--- config.mk ---
export PLATFORM = sky130hd
export DESIGN_NAME = watchdog_interval_timer
export DESIGN_NICKNAME = d
export VERILOG_FILES = /design/src/hdl/wdt_pkg.sv /design/src/hdl/watchdog_interval_timer.sv /design/src/hdl/tick_prescaler.sv
export SDC_FILE = /design/constraint.sdc
export NUM_CORES = 1
export LEC_CHECK = 0
export BUFFER_PORTS_ARGS = -buffer_cell sky130_fd_sc_hd__clkbuf_2
export CAP_MARGIN = 20
export CORE_MARGIN = 2
export CORE_UTILIZATION = 58
export DETAILED_ROUTE_END_ITERATION = 10
export PLACE_DENSITY = 0.86
export SETUP_SLACK_MARGIN = 0.05
export SLEW_MARGIN = 40
export SYNTH_ARGS = -nofsm -noshare
export SYNTH_HDL_FRONTEND = slang
export SYNTH_SLANG_ARGS = --single-unit
--- constraint.sdc ---
create_clock -name clk -period 4.35 [get_ports clk]
set_input_delay 0.2175 -clock clk [delete_from_list [all_inputs] [get_ports clk]]
set_output_delay 0.2175 -clock clk [all_outputs]
set_load 0.02 [all_outputs]
--- src/hdl/wdt_pkg.sv ---
// package: watchdog interval timer register map, fields, keys and timing
package wdt_pkg;
  // register byte addresses
  localparam logic [31:0] TIMER_CTL_STAT_ADDR = 32'hffff8610;
  localparam logic [31:0] TICK_COUNTER_ADDR   = 32'hffff8611;
  localparam logic [31:0] RESET_WR_ADDR       = 32'hffff8612;
  localparam logic [31:0] RESET_CTL_STAT_ADDR = 32'hffff8613;
  // write keys in the upper byte of a word write; flag clear data in the lower byte
  localparam logic [7:0]  KEY_COUNT           = 8'h5a;
  localparam logic [7:0]  KEY_CTRL            = 8'ha5;
  localparam logic [7:0]  FLAG_CLEAR_DATA     = 8'h00;
  // timer_ctl_stat fields
  localparam int          TCS_WRAP_BIT        = 7;
  localparam int          TCS_MODE_BIT        = 6;
  localparam int          TCS_RUN_BIT         = 5;
  localparam logic [1:0]  TCS_RESERVED_VAL    = 2'h3;
  // reset_ctl_stat fields
  localparam int          RCS_WRAP_BIT        = 7;
  localparam int          RCS_ENABLE_BIT      = 6;
  localparam int          RCS_SELECT_BIT      = 5;
  localparam logic [4:0]  RCS_RESERVED_VAL    = 5'h1f;
  // counter values
  localparam logic [7:0]  COUNT_ZERO          = 8'h00;
  localparam logic [7:0]  COUNT_TOP           = 8'hff;
  // chip reset pulse length in system clocks
  localparam int          CHIP_RESET_CYCLES   = 512;
  localparam logic [9:0]  CHIP_RESET_LEN      = 10'(CHIP_RESET_CYCLES);
  // prescaler
  localparam int          PRESCALE_WIDTH      = 13;

  // one bus access
  typedef struct packed {
    logic        write;   // write strobe (final write state)
    logic        read;    // read strobe
    logic        word;    // 1 = 16-bit, 0 = byte
    logic [31:0] addr;
    logic [15:0] wdata;
  } bus_req_s;

  // outputs toward the chip reset and clock controller
  typedef struct packed {
    logic chipReset;      // internal chip reset request
    logic resetSelect;    // reset type chosen with it
    logic standbyRelease; // clocks may be restored
  } chip_ctl_s;
endpackage

--- src/hdl/watchdog_interval_timer.sv ---
// watchdog and interval timer with keyed register writes
`timescale 1ns/1ps
`default_nettype none
module watchdog_interval_timer
  import wdt_pkg::*;
(
  // clock and external reset pin
  input  wire logic      clk,
  input  wire logic      arst_n,
  // cpu bus
  input  wire bus_req_s  busReq,
  output logic [7:0]     readData,
  // standby control
  input  wire logic      standbyRequest,
  input  wire logic      standbyWakeNmi,
  output logic           standbyGranted,
  // chip control and interrupt
  output chip_ctl_s      chipCtl,
  output logic           interval_interrupt
);
  // reset release synchroniser
  logic rstSync1_reg;
  logic rstN;

  // registers
  logic [7:0] tick_counter_reg;
  logic       interval_wrap_flag_reg;
  logic       watchdog_or_interval_select_reg;
  logic       timer_run_enable_reg;
  logic [2:0] tick_divider_select_reg;
  logic       watchdog_wrap_flag_reg;
  logic       chip_reset_enable_reg;
  logic       chip_reset_select_reg;
  logic       flagSeenSet_reg;
  logic       inStandby_reg;
  logic       waking_reg;
  logic [9:0] resetCount_reg;
  logic [7:0] readData_reg;

  // decoded strobes
  logic tick;
  logic countTick;
  logic overflow;
  logic wdOverflow;
  logic itOverflow;
  logic sharedWrite;
  logic writeCount;
  logic writeCtrl;
  logic resetWrite;
  logic wrapClear;
  logic enableWrite;
  logic tcsRead;
  logic rcsRead;
  logic intervalClear;
  logic wakeRelease;
  logic [7:0] tcsValue;
  logic [7:0] rcsValue;

  // release of the asynchronous reset through two flops
  always_ff @(posedge clk or negedge arst_n) begin
    if (!arst_n) begin
      rstSync1_reg <= 1'b0;
      rstN         <= 1'b0;
    end else begin
      rstSync1_reg <= 1'b1;
      rstN         <= rstSync1_reg;
    end
  end

  // prescaler keeps running during standby wake so it times settling
  tick_prescaler u_prescaler (
    .clk       (clk),
    .rstN      (rstN),
    .run       (timer_run_enable_reg || waking_reg),
    .divSelect (tick_divider_select_reg),
    .tick      (tick)
  );

  // bus decode; only word writes reach the keyed registers
  assign sharedWrite = busReq.write && busReq.word
                       && (busReq.addr == TIMER_CTL_STAT_ADDR);
  assign writeCount  = sharedWrite && (busReq.wdata[15:8] == KEY_COUNT);
  assign writeCtrl   = sharedWrite && (busReq.wdata[15:8] == KEY_CTRL);
  assign resetWrite  = busReq.write && busReq.word && (busReq.addr == RESET_WR_ADDR);
  assign wrapClear   = resetWrite && (busReq.wdata[15:8] == KEY_CTRL)
                       && (busReq.wdata[7:0] == FLAG_CLEAR_DATA);
  assign enableWrite = resetWrite && (busReq.wdata[15:8] == KEY_COUNT);
  assign tcsRead     = busReq.read && !busReq.word && (busReq.addr == TIMER_CTL_STAT_ADDR);
  assign rcsRead     = busReq.read && !busReq.word && (busReq.addr == RESET_CTL_STAT_ADDR);

  // overflow events
  assign countTick  = tick && (timer_run_enable_reg || waking_reg) && !writeCount;
  assign overflow   = countTick && (tick_counter_reg == COUNT_TOP);
  assign wdOverflow = overflow && timer_run_enable_reg
                      && watchdog_or_interval_select_reg;
  assign itOverflow = overflow && timer_run_enable_reg
                      && !watchdog_or_interval_select_reg;

  // the counter
  always_ff @(posedge clk or negedge rstN) begin
    if (!rstN) begin
      tick_counter_reg <= COUNT_ZERO;
    end else if (writeCount) begin
      tick_counter_reg <= busReq.wdata[7:0];
    end else if (wdOverflow && !chip_reset_enable_reg) begin
      tick_counter_reg <= COUNT_ZERO;
    end else if (!timer_run_enable_reg && !waking_reg) begin
      tick_counter_reg <= COUNT_ZERO;
    end else if (countTick) begin
      tick_counter_reg <= tick_counter_reg + 8'h01;
    end
  end

  // interval flag clear needs a prior read that saw it set
  assign intervalClear = writeCtrl && flagSeenSet_reg && !busReq.wdata[TCS_WRAP_BIT];

  always_ff @(posedge clk or negedge rstN) begin
    if (!rstN) begin
      flagSeenSet_reg <= 1'b0;
    end else if (tcsRead && interval_wrap_flag_reg) begin
      flagSeenSet_reg <= 1'b1;
    end else if (writeCtrl) begin
      flagSeenSet_reg <= 1'b0;
    end
  end

  // interval flag: set wins over clear
  always_ff @(posedge clk or negedge rstN) begin
    if (!rstN) begin
      interval_wrap_flag_reg <= 1'b0;
    end else if (itOverflow) begin
      interval_wrap_flag_reg <= 1'b1;
    end else if (intervalClear) begin
      interval_wrap_flag_reg <= 1'b0;
    end else if (wdOverflow && !chip_reset_enable_reg) begin
      interval_wrap_flag_reg <= 1'b0;
    end
  end

  // mode and run bits; divider select keeps its value through standby
  always_ff @(posedge clk or negedge rstN) begin
    if (!rstN) begin
      watchdog_or_interval_select_reg <= 1'b0;
      timer_run_enable_reg            <= 1'b0;
      tick_divider_select_reg         <= 3'h0;
    end else if (wdOverflow && !chip_reset_enable_reg) begin
      watchdog_or_interval_select_reg <= 1'b0;
      timer_run_enable_reg            <= 1'b0;
      tick_divider_select_reg         <= 3'h0;
    end else if (standbyGranted) begin
      watchdog_or_interval_select_reg <= 1'b0;
      timer_run_enable_reg            <= 1'b0;
    end else if (writeCtrl) begin
      watchdog_or_interval_select_reg <= busReq.wdata[TCS_MODE_BIT];
      timer_run_enable_reg            <= busReq.wdata[TCS_RUN_BIT];
      tick_divider_select_reg         <= busReq.wdata[2:0];
    end
  end

  // watchdog flag: set wins over the keyed clear; pin reset clears it
  always_ff @(posedge clk or negedge rstN) begin
    if (!rstN) begin
      watchdog_wrap_flag_reg <= 1'b0;
    end else if (wdOverflow) begin
      watchdog_wrap_flag_reg <= 1'b1;
    end else if (wrapClear || standbyGranted) begin
      watchdog_wrap_flag_reg <= 1'b0;
    end
  end

  // reset enable and select; untouched by the internal reset itself
  always_ff @(posedge clk or negedge rstN) begin
    if (!rstN) begin
      chip_reset_enable_reg <= 1'b0;
      chip_reset_select_reg <= 1'b0;
    end else if (standbyGranted) begin
      chip_reset_enable_reg <= 1'b0;
      chip_reset_select_reg <= 1'b0;
    end else if (enableWrite) begin
      chip_reset_enable_reg <= busReq.wdata[RCS_ENABLE_BIT];
      chip_reset_select_reg <= busReq.wdata[RCS_SELECT_BIT];
    end
  end

  // chip reset pulse counter; this block only requests the reset, so
  // pin and port registers elsewhere are never cleared by it
  always_ff @(posedge clk or negedge rstN) begin
    if (!rstN) begin
      resetCount_reg <= '0;
    end else if (wdOverflow && chip_reset_enable_reg) begin
      resetCount_reg <= CHIP_RESET_LEN;
    end else if (resetCount_reg != '0) begin
      resetCount_reg <= resetCount_reg - 10'h001;
    end
  end

  // one assignment drives the whole struct so it has a single writer
  assign chipCtl = {(resetCount_reg != '0),
                    chip_reset_select_reg,
                    wakeRelease};

  // standby entry refused while the timer runs
  assign standbyGranted = standbyRequest && !timer_run_enable_reg && !inStandby_reg;

  // standby and wake sequencing
  always_ff @(posedge clk or negedge rstN) begin
    if (!rstN) begin
      inStandby_reg <= 1'b0;
      waking_reg    <= 1'b0;
    end else if (standbyGranted) begin
      inStandby_reg <= 1'b1;
    end else if (inStandby_reg && !waking_reg && standbyWakeNmi) begin
      waking_reg    <= 1'b1;
    end else if (waking_reg && overflow) begin
      inStandby_reg <= 1'b0;
      waking_reg    <= 1'b0;
    end
  end

  assign wakeRelease = waking_reg && overflow;

  // interrupt request as a one-cycle pulse with the flag
  assign interval_interrupt = itOverflow;

  // read mux, registered
  assign tcsValue = {interval_wrap_flag_reg, watchdog_or_interval_select_reg,
                     timer_run_enable_reg, TCS_RESERVED_VAL, tick_divider_select_reg};
  assign rcsValue = {watchdog_wrap_flag_reg, chip_reset_enable_reg, chip_reset_select_reg,
                     RCS_RESERVED_VAL};

  always_ff @(posedge clk or negedge rstN) begin
    if (!rstN) begin
      readData_reg <= 8'h00;
    end else if (busReq.read && !busReq.word) begin
      unique case (busReq.addr)
        TIMER_CTL_STAT_ADDR: readData_reg <= tcsValue;
        TICK_COUNTER_ADDR:   readData_reg <= tick_counter_reg;
        RESET_CTL_STAT_ADDR: readData_reg <= rcsValue;
        default:             readData_reg <= 8'h00;
      endcase
    end
  end

  assign readData = readData_reg;

  // checks
  property p_byte_no_reset_write;
    @(posedge clk) disable iff (!rstN)
      (busReq.write && !busReq.word && !wdOverflow && !standbyGranted)
      |=> $stable(chip_reset_enable_reg);
  endproperty
  a_byte_no_reset_write: assert property (p_byte_no_reset_write)
    else $error("byte write changed reset enable");

  property p_wrap_clear;
    @(posedge clk) disable iff (!rstN)
      (wrapClear && !wdOverflow && !standbyGranted)
      |=> !watchdog_wrap_flag_reg && $stable(chip_reset_enable_reg);
  endproperty
  a_wrap_clear: assert property (p_wrap_clear)
    else $error("watchdog flag not cleared by keyed write");

  property p_enable_copy;
    @(posedge clk) disable iff (!rstN)
      (enableWrite && !standbyGranted && !wdOverflow) |=>
        chip_reset_enable_reg == $past(busReq.wdata[6]) && $stable(watchdog_wrap_flag_reg);
  endproperty
  a_enable_copy: assert property (p_enable_copy)
    else $error("reset enable not copied");

  property p_reset_len;
    @(posedge clk) disable iff (!rstN)
      (wdOverflow && chip_reset_enable_reg) |=> chipCtl.chipReset [*8];
  endproperty
  a_reset_len: assert property (p_reset_len)
    else $error("chip reset too short");

  property p_reset_ends;
    @(posedge clk) disable iff (!rstN)
      (resetCount_reg == 10'h001) |=> !chipCtl.chipReset;
  endproperty
  a_reset_ends: assert property (p_reset_ends)
    else $error("chip reset overran");

  property p_flag_irq;
    @(posedge clk) disable iff (!rstN)
      interval_interrupt |=> interval_wrap_flag_reg;
  endproperty
  a_flag_irq: assert property (p_flag_irq)
    else $error("interval flag missing after interrupt");

  property p_standby_refused;
    @(posedge clk) disable iff (!rstN)
      timer_run_enable_reg |-> !standbyGranted;
  endproperty
  a_standby_refused: assert property (p_standby_refused)
    else $error("standby granted while running");

  property p_wd_flag;
    @(posedge clk) disable iff (!rstN)
      wdOverflow |=> watchdog_wrap_flag_reg;
  endproperty
  a_wd_flag: assert property (p_wd_flag)
    else $error("watchdog flag not set");

  property p_write_wins;
    @(posedge clk) disable iff (!rstN)
      writeCount |=> tick_counter_reg == $past(busReq.wdata[7:0]);
  endproperty
  a_write_wins: assert property (p_write_wins)
    else $error("counter write lost");

  property p_held_zero;
    @(posedge clk) disable iff (!rstN)
      (!timer_run_enable_reg && !waking_reg && !writeCount) |=> tick_counter_reg == COUNT_ZERO;
  endproperty
  a_held_zero: assert property (p_held_zero)
    else $error("stopped counter not zero");

  c_interval: cover property (@(posedge clk) disable iff (!rstN) interval_interrupt);
  c_chip_reset: cover property (@(posedge clk) disable iff (!rstN) $rose(chipCtl.chipReset));
  c_wake: cover property (@(posedge clk) disable iff (!rstN) chipCtl.standbyRelease);
endmodule
`default_nettype wire

--- src/hdl/tick_prescaler.sv ---
// tick prescaler: run-gated divider and per-code tick pulse
`timescale 1ns/1ps
`default_nettype none
module tick_prescaler
  import wdt_pkg::*;
(
  // clock and reset
  input  wire logic       clk,
  input  wire logic       rstN,
  // control
  input  wire logic       run,
  input  wire logic [2:0] divSelect,
  // tick out
  output logic            tick
);
  logic [PRESCALE_WIDTH-1:0] div_reg;
  logic [PRESCALE_WIDTH-1:0] mask;

  // divider held at zero while stopped so the first period is whole
  always_ff @(posedge clk or negedge rstN) begin
    if (!rstN) begin
      div_reg <= '0;
    end else if (!run) begin
      div_reg <= '0;
    end else begin
      div_reg <= div_reg + 1'b1;
    end
  end

  // mask of low bits; all ones marks the end of one period
  always_comb begin
    unique case (divSelect)
      3'h0:    mask = 13'h0001; // /2
      3'h1:    mask = 13'h003f; // /64
      3'h2:    mask = 13'h007f; // /128
      3'h3:    mask = 13'h00ff; // /256
      3'h4:    mask = 13'h01ff; // /512
      3'h5:    mask = 13'h03ff; // /1024
      3'h6:    mask = 13'h0fff; // /4096
      3'h7:    mask = 13'h1fff; // /8192
      default: mask = 13'h1fff;
    endcase
  end

  assign tick = run && ((div_reg & mask) == mask);
endmodule
`default_nettype wire

Word-level counts from Yosys, hierarchy flattened
Memory sizes are Yosys's and may differ from the RTL's.
Cells that the tools add are included.
Widths: inputs -> output; s select.
- register bits after elaboration: 53
- memory bits (read-only): 96
- bits of input ports: 55
- memories: 1
- memory list (memory ; words ; width ; rd ports ; clocked after memory_dff ; wr ports ; line ; RTL):
    (name not given) ; 8 ; 12 ; 1 ; 0 ; 0 ; tick_prescaler.sv:32 ; unique case (divSelect)
- add/subtract/negate cells: 3
- equality and inequality tests: 10
- multiplexer cells: 32
- bitwise gates (word level): 2
- reduce and logical (&&, ||, !) cells: 53
- operators by type and width (operator ; count):
    $eq 32x32->1 const B ; 4
    $mux 8 ; 4
    $logic_and 1x1->1 ; 28
    $pmux 8 s3 ; 1
    $mux 1 ; 21
    $mux 10 ; 2
    $eq 8x8->1 const B ; 2
    $reduce_bool 2->1 ; 7
    $add 13x1->13 const B ; 1
    $and 13x13->13 ; 1
    $eq 13x13->1 ; 1
    $mux 13 ; 1
    $reduce_bool 10->1 ; 1
    $sub 10x1->10 const B ; 1
    $mux 3 ; 3
    $add 8x1->8 const B ; 1
    $eq 8x7->1 const B ; 1
    $logic_not 1->1 ; 8
    $logic_not 8->1 ; 1
    $reduce_and 2->1 ; 3
    $reduce_bool 3->1 ; 2
    $reduce_bool 4->1 ; 1
    $logic_or 1x1->1 ; 2
    $ne 2x1->1 const B ; 1
    other kinds (2) ; 2

Logic depth before layout (Yosys ltp)
An unclocked memory read counts as a cell.
- word-level depth: 13
- depth in mapped cells: 8
- depth with buffers taken out: 8

Modules after synthesis
From an unflattened synthesis, not the netlist that was laid out.
- cells, all modules: 326
- area, all modules: 3024.2 um2
- modules (own cells, without submodules) (module ; instances ; cells an instance ; area an instance (um2) ; sequential area each (um2)):
    watchdog_interval_timer ; 1 ; 256 ; 2322.2 ; 1001.0
    tick_prescaler ; 1 ; 70 ; 701.9 ; 325.3

Worst setup path after synthesis
OpenSTA, ideal clock, no wires.
- path type: register to register
- start: reg tick_divider_select_reg[0]
- end: reg interval_wrap_flag_reg
- library setup time: 79 ps
- arrival: 2227 ps
- required time: 4271 ps
- slack: 2044 ps
- stages on the path, launching flop included: 8
- buffers on the path: 1
- clock period less this slack: 2306 ps
- path through: dfrtp_1 > nor2b_1 > o21a_1 > o21ai_1 > nand3_2 > clkbuf_1 > nor4_1 > o21bai_1
- elaborated cells between the ends (all ways): 13
- classes of those cells: 1 x eq/ne; 1 x mux; 1 x bitwise; 9 x reduce/logical; 1 x memory
- RTL lines (what ; line ; RTL):
    start: declaration ; watchdog_interval_timer.sv:30 ; logic [2:0] tick_divider_select_reg;
    start signal: assignment ; watchdog_interval_timer.sv:156 ; tick_divider_select_reg <= busReq.wdata[2:0];
    $mem_v2 8x12 * ; n/a ;
    $and 13x13->13 ; tick_prescaler.sv:45 ; assign tick = run && ((div_reg & mask) == mask);
    $eq 13x13->1 * ; tick_prescaler.sv:45 ;
    $logic_and 1x1->1 * ; tick_prescaler.sv:45 ;
    $logic_and 1x1->1 * (2 in series) ; watchdog_interval_timer.sv:92 ; assign countTick = tick && (timer_run_enable_reg || waking_reg) && !writeCount;
    $logic_and 1x1->1 * ; watchdog_interval_timer.sv:93 ; assign overflow = countTick && (tick_counter_reg == COUNT_TOP);
    $logic_and 1x1->1 * ; watchdog_interval_timer.sv:96 ; assign itOverflow = overflow && timer_run_enable_reg
    $logic_and 1x1->1 * ; watchdog_interval_timer.sv:97 ; && !watchdog_or_interval_select_reg;
    net interval_interrupt ; watchdog_interval_timer.sv:19 ; output logic interval_interrupt
    $reduce_bool 3->1 (no line) / $mux 1 (equally long branches) ; n/a ;
    end signal: assignment ; watchdog_interval_timer.sv:130 ; interval_wrap_flag_reg <= 1'b0;
    end signal: assignment ; watchdog_interval_timer.sv:132 ; interval_wrap_flag_reg <= 1'b1;
    end signal: assignment ; watchdog_interval_timer.sv:134 ; interval_wrap_flag_reg <= 1'b0;
    end: declaration ; watchdog_interval_timer.sv:27 ; logic interval_wrap_flag_reg;
Mark *: on every way through the listed nets, which the timed path passes. The rest lies on a longest branch.
A chain may end at the register's enable or synchronous reset.

Worst setup path after layout
- start: reg tick_divider_select_reg[2]
- end: out interval_interrupt
- longest elaborated chain between the ends: 9
- RTL lines (what ; line):
    $mem_v2 8x12 * ; n/a
    $and 13x13->13 ; tick_prescaler.sv:45
    $eq 13x13->1 * ; tick_prescaler.sv:45
    $logic_and 1x1->1 * ; tick_prescaler.sv:45
    $logic_and 1x1->1 * (2 in series) ; watchdog_interval_timer.sv:92
    $logic_and 1x1->1 * ; watchdog_interval_timer.sv:93
    $logic_and 1x1->1 * ; watchdog_interval_timer.sv:96
    $logic_and 1x1->1 * ; watchdog_interval_timer.sv:97
    end: declaration ; watchdog_interval_timer.sv:19
Every way passes the cells marked *; elsewhere a longest branch is shown, timed or not.

==> qor_table.md <==
| Result | Value |
|---|---|
| Result of the run | completed |
| Yosys Warn Count | 0 |
| Measured slew at the worst slew-check pin | 0.831 ns |
| Max-Cap Viols | 0 |
| Via-to-Cell Ratio | 5.88 |
| Share of final-layout standard cells stronger than drive strength 1 | 0.249 |
| Standard cell core area | 5070 um2 |
| Part of the cycle the worst path needs | 0.609 |
| Global router's overall resource usage | 0.254 |
| Placer's final routability congestion estimate | 0.909 |
| Relative contribution of the clock network to total power | 0.268 |
| Most numerous cell in the Yosys netlist | dfrtp_1 |
| Leading post-synthesis cells by cell area | dfrtp_1 44%, nor2_1 4.5%, nand2_1 4.0% |
| Launching element type of the critical path | flop |
| Highest clock rate | 0.377 GHz |
| Antenna violations before repair | 0 |
| First-pass DRT Iterations | 6 |
| Time the final worst path needs with I/O delays and setup | 2.65 ns |
| Setup repair after global routing missed its margin | false |
| Synth Instances | 323 |
| Clock Latency Late Sink | 0.31 ns |
| Setup slack, reg-to-reg | 1.75 ns |
| Slew margin rel. | 0.441 |
| Cell area after synthesis | 3030 um2 |
| Signed area change from the synthesized netlist to the final layout | 17.2% |
| Total via count in the routed design | 2707 |
| Final-layout fill cell count | 426 |
| Maximum number of pins on one net before global-route repair | 52 |
| Per-cell routed wire length | 15.3 um |
| Crit. End Element | output port |
| H-tree depth | 2 |
| Remaining design rule violation count | 0 |
| Post-synth EDFFs | 0 |
| Number of flip-flops under the largest register name | 13 |
| Number of register bits inferred by synthesis | 53 |
| Nets | 447 |
| Arrival time at the worst endpoint | 2.43 ns |
| Wire length of the first global-routing pass | 11.9 mm |
| Half-perimeter wire length after placement | 5.23 mm |
| Worst path required time | 4.13 ns |
| Logic gate share of total power | 0.234 |
| Peak fanout along the critical path | 16 |
| Vias in the first global route | 2555 |
| Dominant synthesized flop cell | dfrtp_1 |
| Total routed wirelength | 7.04 mm |
| Psw | 0.000408 W |
| Worst clock skew on the final layout | 0.00515 ns |
| Clock Path Buffers | 2 |
| Remaining global-route overflow | 0 |
| TritonCTS clock tree | built |
| Die Span X | 76.3 um |
| Count of non-filler cells in the finished layout | 460 |
| Buffers added on ports | 67 |
| Average footprint of a synthesized cell | 9.39 um2 |
| Core occupancy in the finished layout | 0.700 |
| Cell Pwr Density | 371 nW/um2 |
| Path class of the lowest-slack min-delay path | primary input to flop |
| Sink count of the clock tree | 53 |
| Boundary pin count | 68 |
| Leakage Power | 1.61 nW |
| Area taken by multi-input logic gates | 1620 um2 |
| Final Max Slew Viols | 0 |
| Total internal power | 0.000909 W |
| Initial cell density of the core | 0.597 |
| Setup-violating endpoint count in the final report | 0 |
| Final antenna-violating net count | 0 |
| Count of inserted antenna diode cells | 0 |
| Area of all sequential standard cells | 1330 um2 |
| Flop pwr share | 0.498 |
| Synth cell types | 57 |
| Clock tree root driver cell | clkbuf_8 |
| Final Hold Vio Count | 0 |
| Die outline area | 5820 um2 |
| Sequential share of the synthesized area | 0.437 |
| Cell accounting for the most synthesized area | dfrtp_1 |
| Height of the die | 76.3 um |
| Worst vdd ir | 0.233 mV |
| Clock input transition at the sequential cells of the worst setup and hold paths | 0.09 ns |
| Number of buffers created by CTS | 5 |
| Standard-cell rows | 26 |
| Post-cts repair resize count | 0 |
| Critical path class | flop to output port |
| Placed cell count | 451 |
| Share of flip-flops with an asynchronous set or reset after synthesis | 1.00 |
| Share of Yosys cell area claimed by the top area cell type | 0.437 |
| Post-Synthesis Net Count | 381 |
| TNS Setup | 0 ns |
| Net switching fraction of the power | 0.310 |
| Leading post-synthesis cells by instance count | 53 x dfrtp_1, 36 x nor2_1, 32 x nand2_1 |
| Count of routing violations after the opening detailed-route iteration | 176 |
## layout make-up
type / instances / share of cell area
clock buffer: 6 / 0.0232
clock inverter: 2 / 0.0106
inverter: 7 / 0.00740
multi-input combinational: 251 / 0.456
sequential: 53 / 0.374
tap: 70 / 0.0247
timing repair buffer: 71 / 0.104
## worst max-delay path, stage by stage (launching register included)
cell and delay [ns]:
dfrtp_1 0.47, inv_1 0.13, o221ai_1 0.16, a21oi_1 0.28, nand3_2 0.34, nor4_1 0.49
clkbuf_2 0.24
## routing by layer
metal,up-vias,share of wire,track usage
li1,1307,-,-
met2,86,0.50,0.412
met3,15,0.056,0.0438
met5,-,0,0
met4,0,0.019,0.0891
met1,1299,0.43,0.347
## layout by cell type (no fill, tap or decap), types with 5 or more instances in the layout
master | netlist | routed
o21ai_0 | 13 | 13
dfrtp_1 | 53 | 52
nand2_1 | 32 | 32
and3_1 | 5 | 5
nor2b_1 | 7 | 7
xnor2_1 | 6 | 6
nor3_1 | 11 | 11
a21oi_1 | 18 | 18
mux2i_1 | 5 | 5
xor2_1 | 10 | 10
nand4_1 | 7 | 7
nand2b_1 | 7 | 7
nand3_1 | 15 | 15
inv_1 | 7 | 7
nor2_1 | 36 | 36
mux2_2 | 6 | 6
nor4_1 | 9 | 9
o31ai_1 | 6 | 6
clkbuf_2 | 0 | 67
nor3b_1 | 6 | 5
clkbuf_8 | 1 | 6
## metrics by stage
stage          total power, W  area, um2  hold slack, ns  setup slack [ns]
2_1_floorplan        0.000877       3030         -0.0781              2.04
3_3_place_gp         0.000953       3390         0.00564              1.89
3_5_place_dp         0.000964       3420         0.00562              1.87
4_1_cts               0.00132       3550           0.149              1.73
5_1_grt               0.00139       3550           0.159              1.56
6_report              0.00132       3550           0.160              1.70
## power by group through the flow
stage | Clock [W] | Combinational, W | Sequential, W
6_report | 0.000354 | 0.000308 | 0.000656
5_1_grt | 0.000378 | 0.000340 | 0.000668
4_1_cts | 0.000361 | 0.000304 | 0.000654
3_5_place_dp | 0 | 0.000300 | 0.000664
3_3_place_gp | 0 | 0.000293 | 0.000660
2_1_floorplan | 0 | 0.000238 | 0.000639
## logic make-up (layout without fill, tap and decap cells)
| group | Yosys count | after routing | synth area share |
|---|---|---|---|
| AO/OA/AOI/OAI | 60 | 60 | 0.129 |
| buffers and inverters | 19 | 86 | 0.0347 |
| flip-flops | 53 | 53 | 0.437 |
| adder cells (fa/ha/maj) | 3 | 3 | 0.0124 |
| multiplexers | 11 | 11 | 0.0388 |
| other | 1 | 1 | 0.00124 |
| XOR/XNOR | 16 | 16 | 0.0462 |
| AND/OR/NAND/NOR | 160 | 160 | 0.300 |
## what timing repair did
item	CTS	global route
setup buffers	0	0
endpoints found under the hold margin	2	0
hold buffers	1	0
## final timing paths
check                                      startpoint                     end  cells past startpoint
min reg2reg                                      rstN       resetCount_reg[1]                      0
min                                         busReq[4]     tick_counter_reg[4]                      3
max                        tick_divider_select_reg[2]      interval_interrupt                      6
min in group asynchronous                      arst_n                    rstN                      2
max reg2reg                       tick_counter_reg[0]  interval_wrap_flag_reg                      6
max in group asynchronous                        rstN  watchdog_wrap_flag_reg                      0
Note: power is estimated with default switching activity, not from simulation.
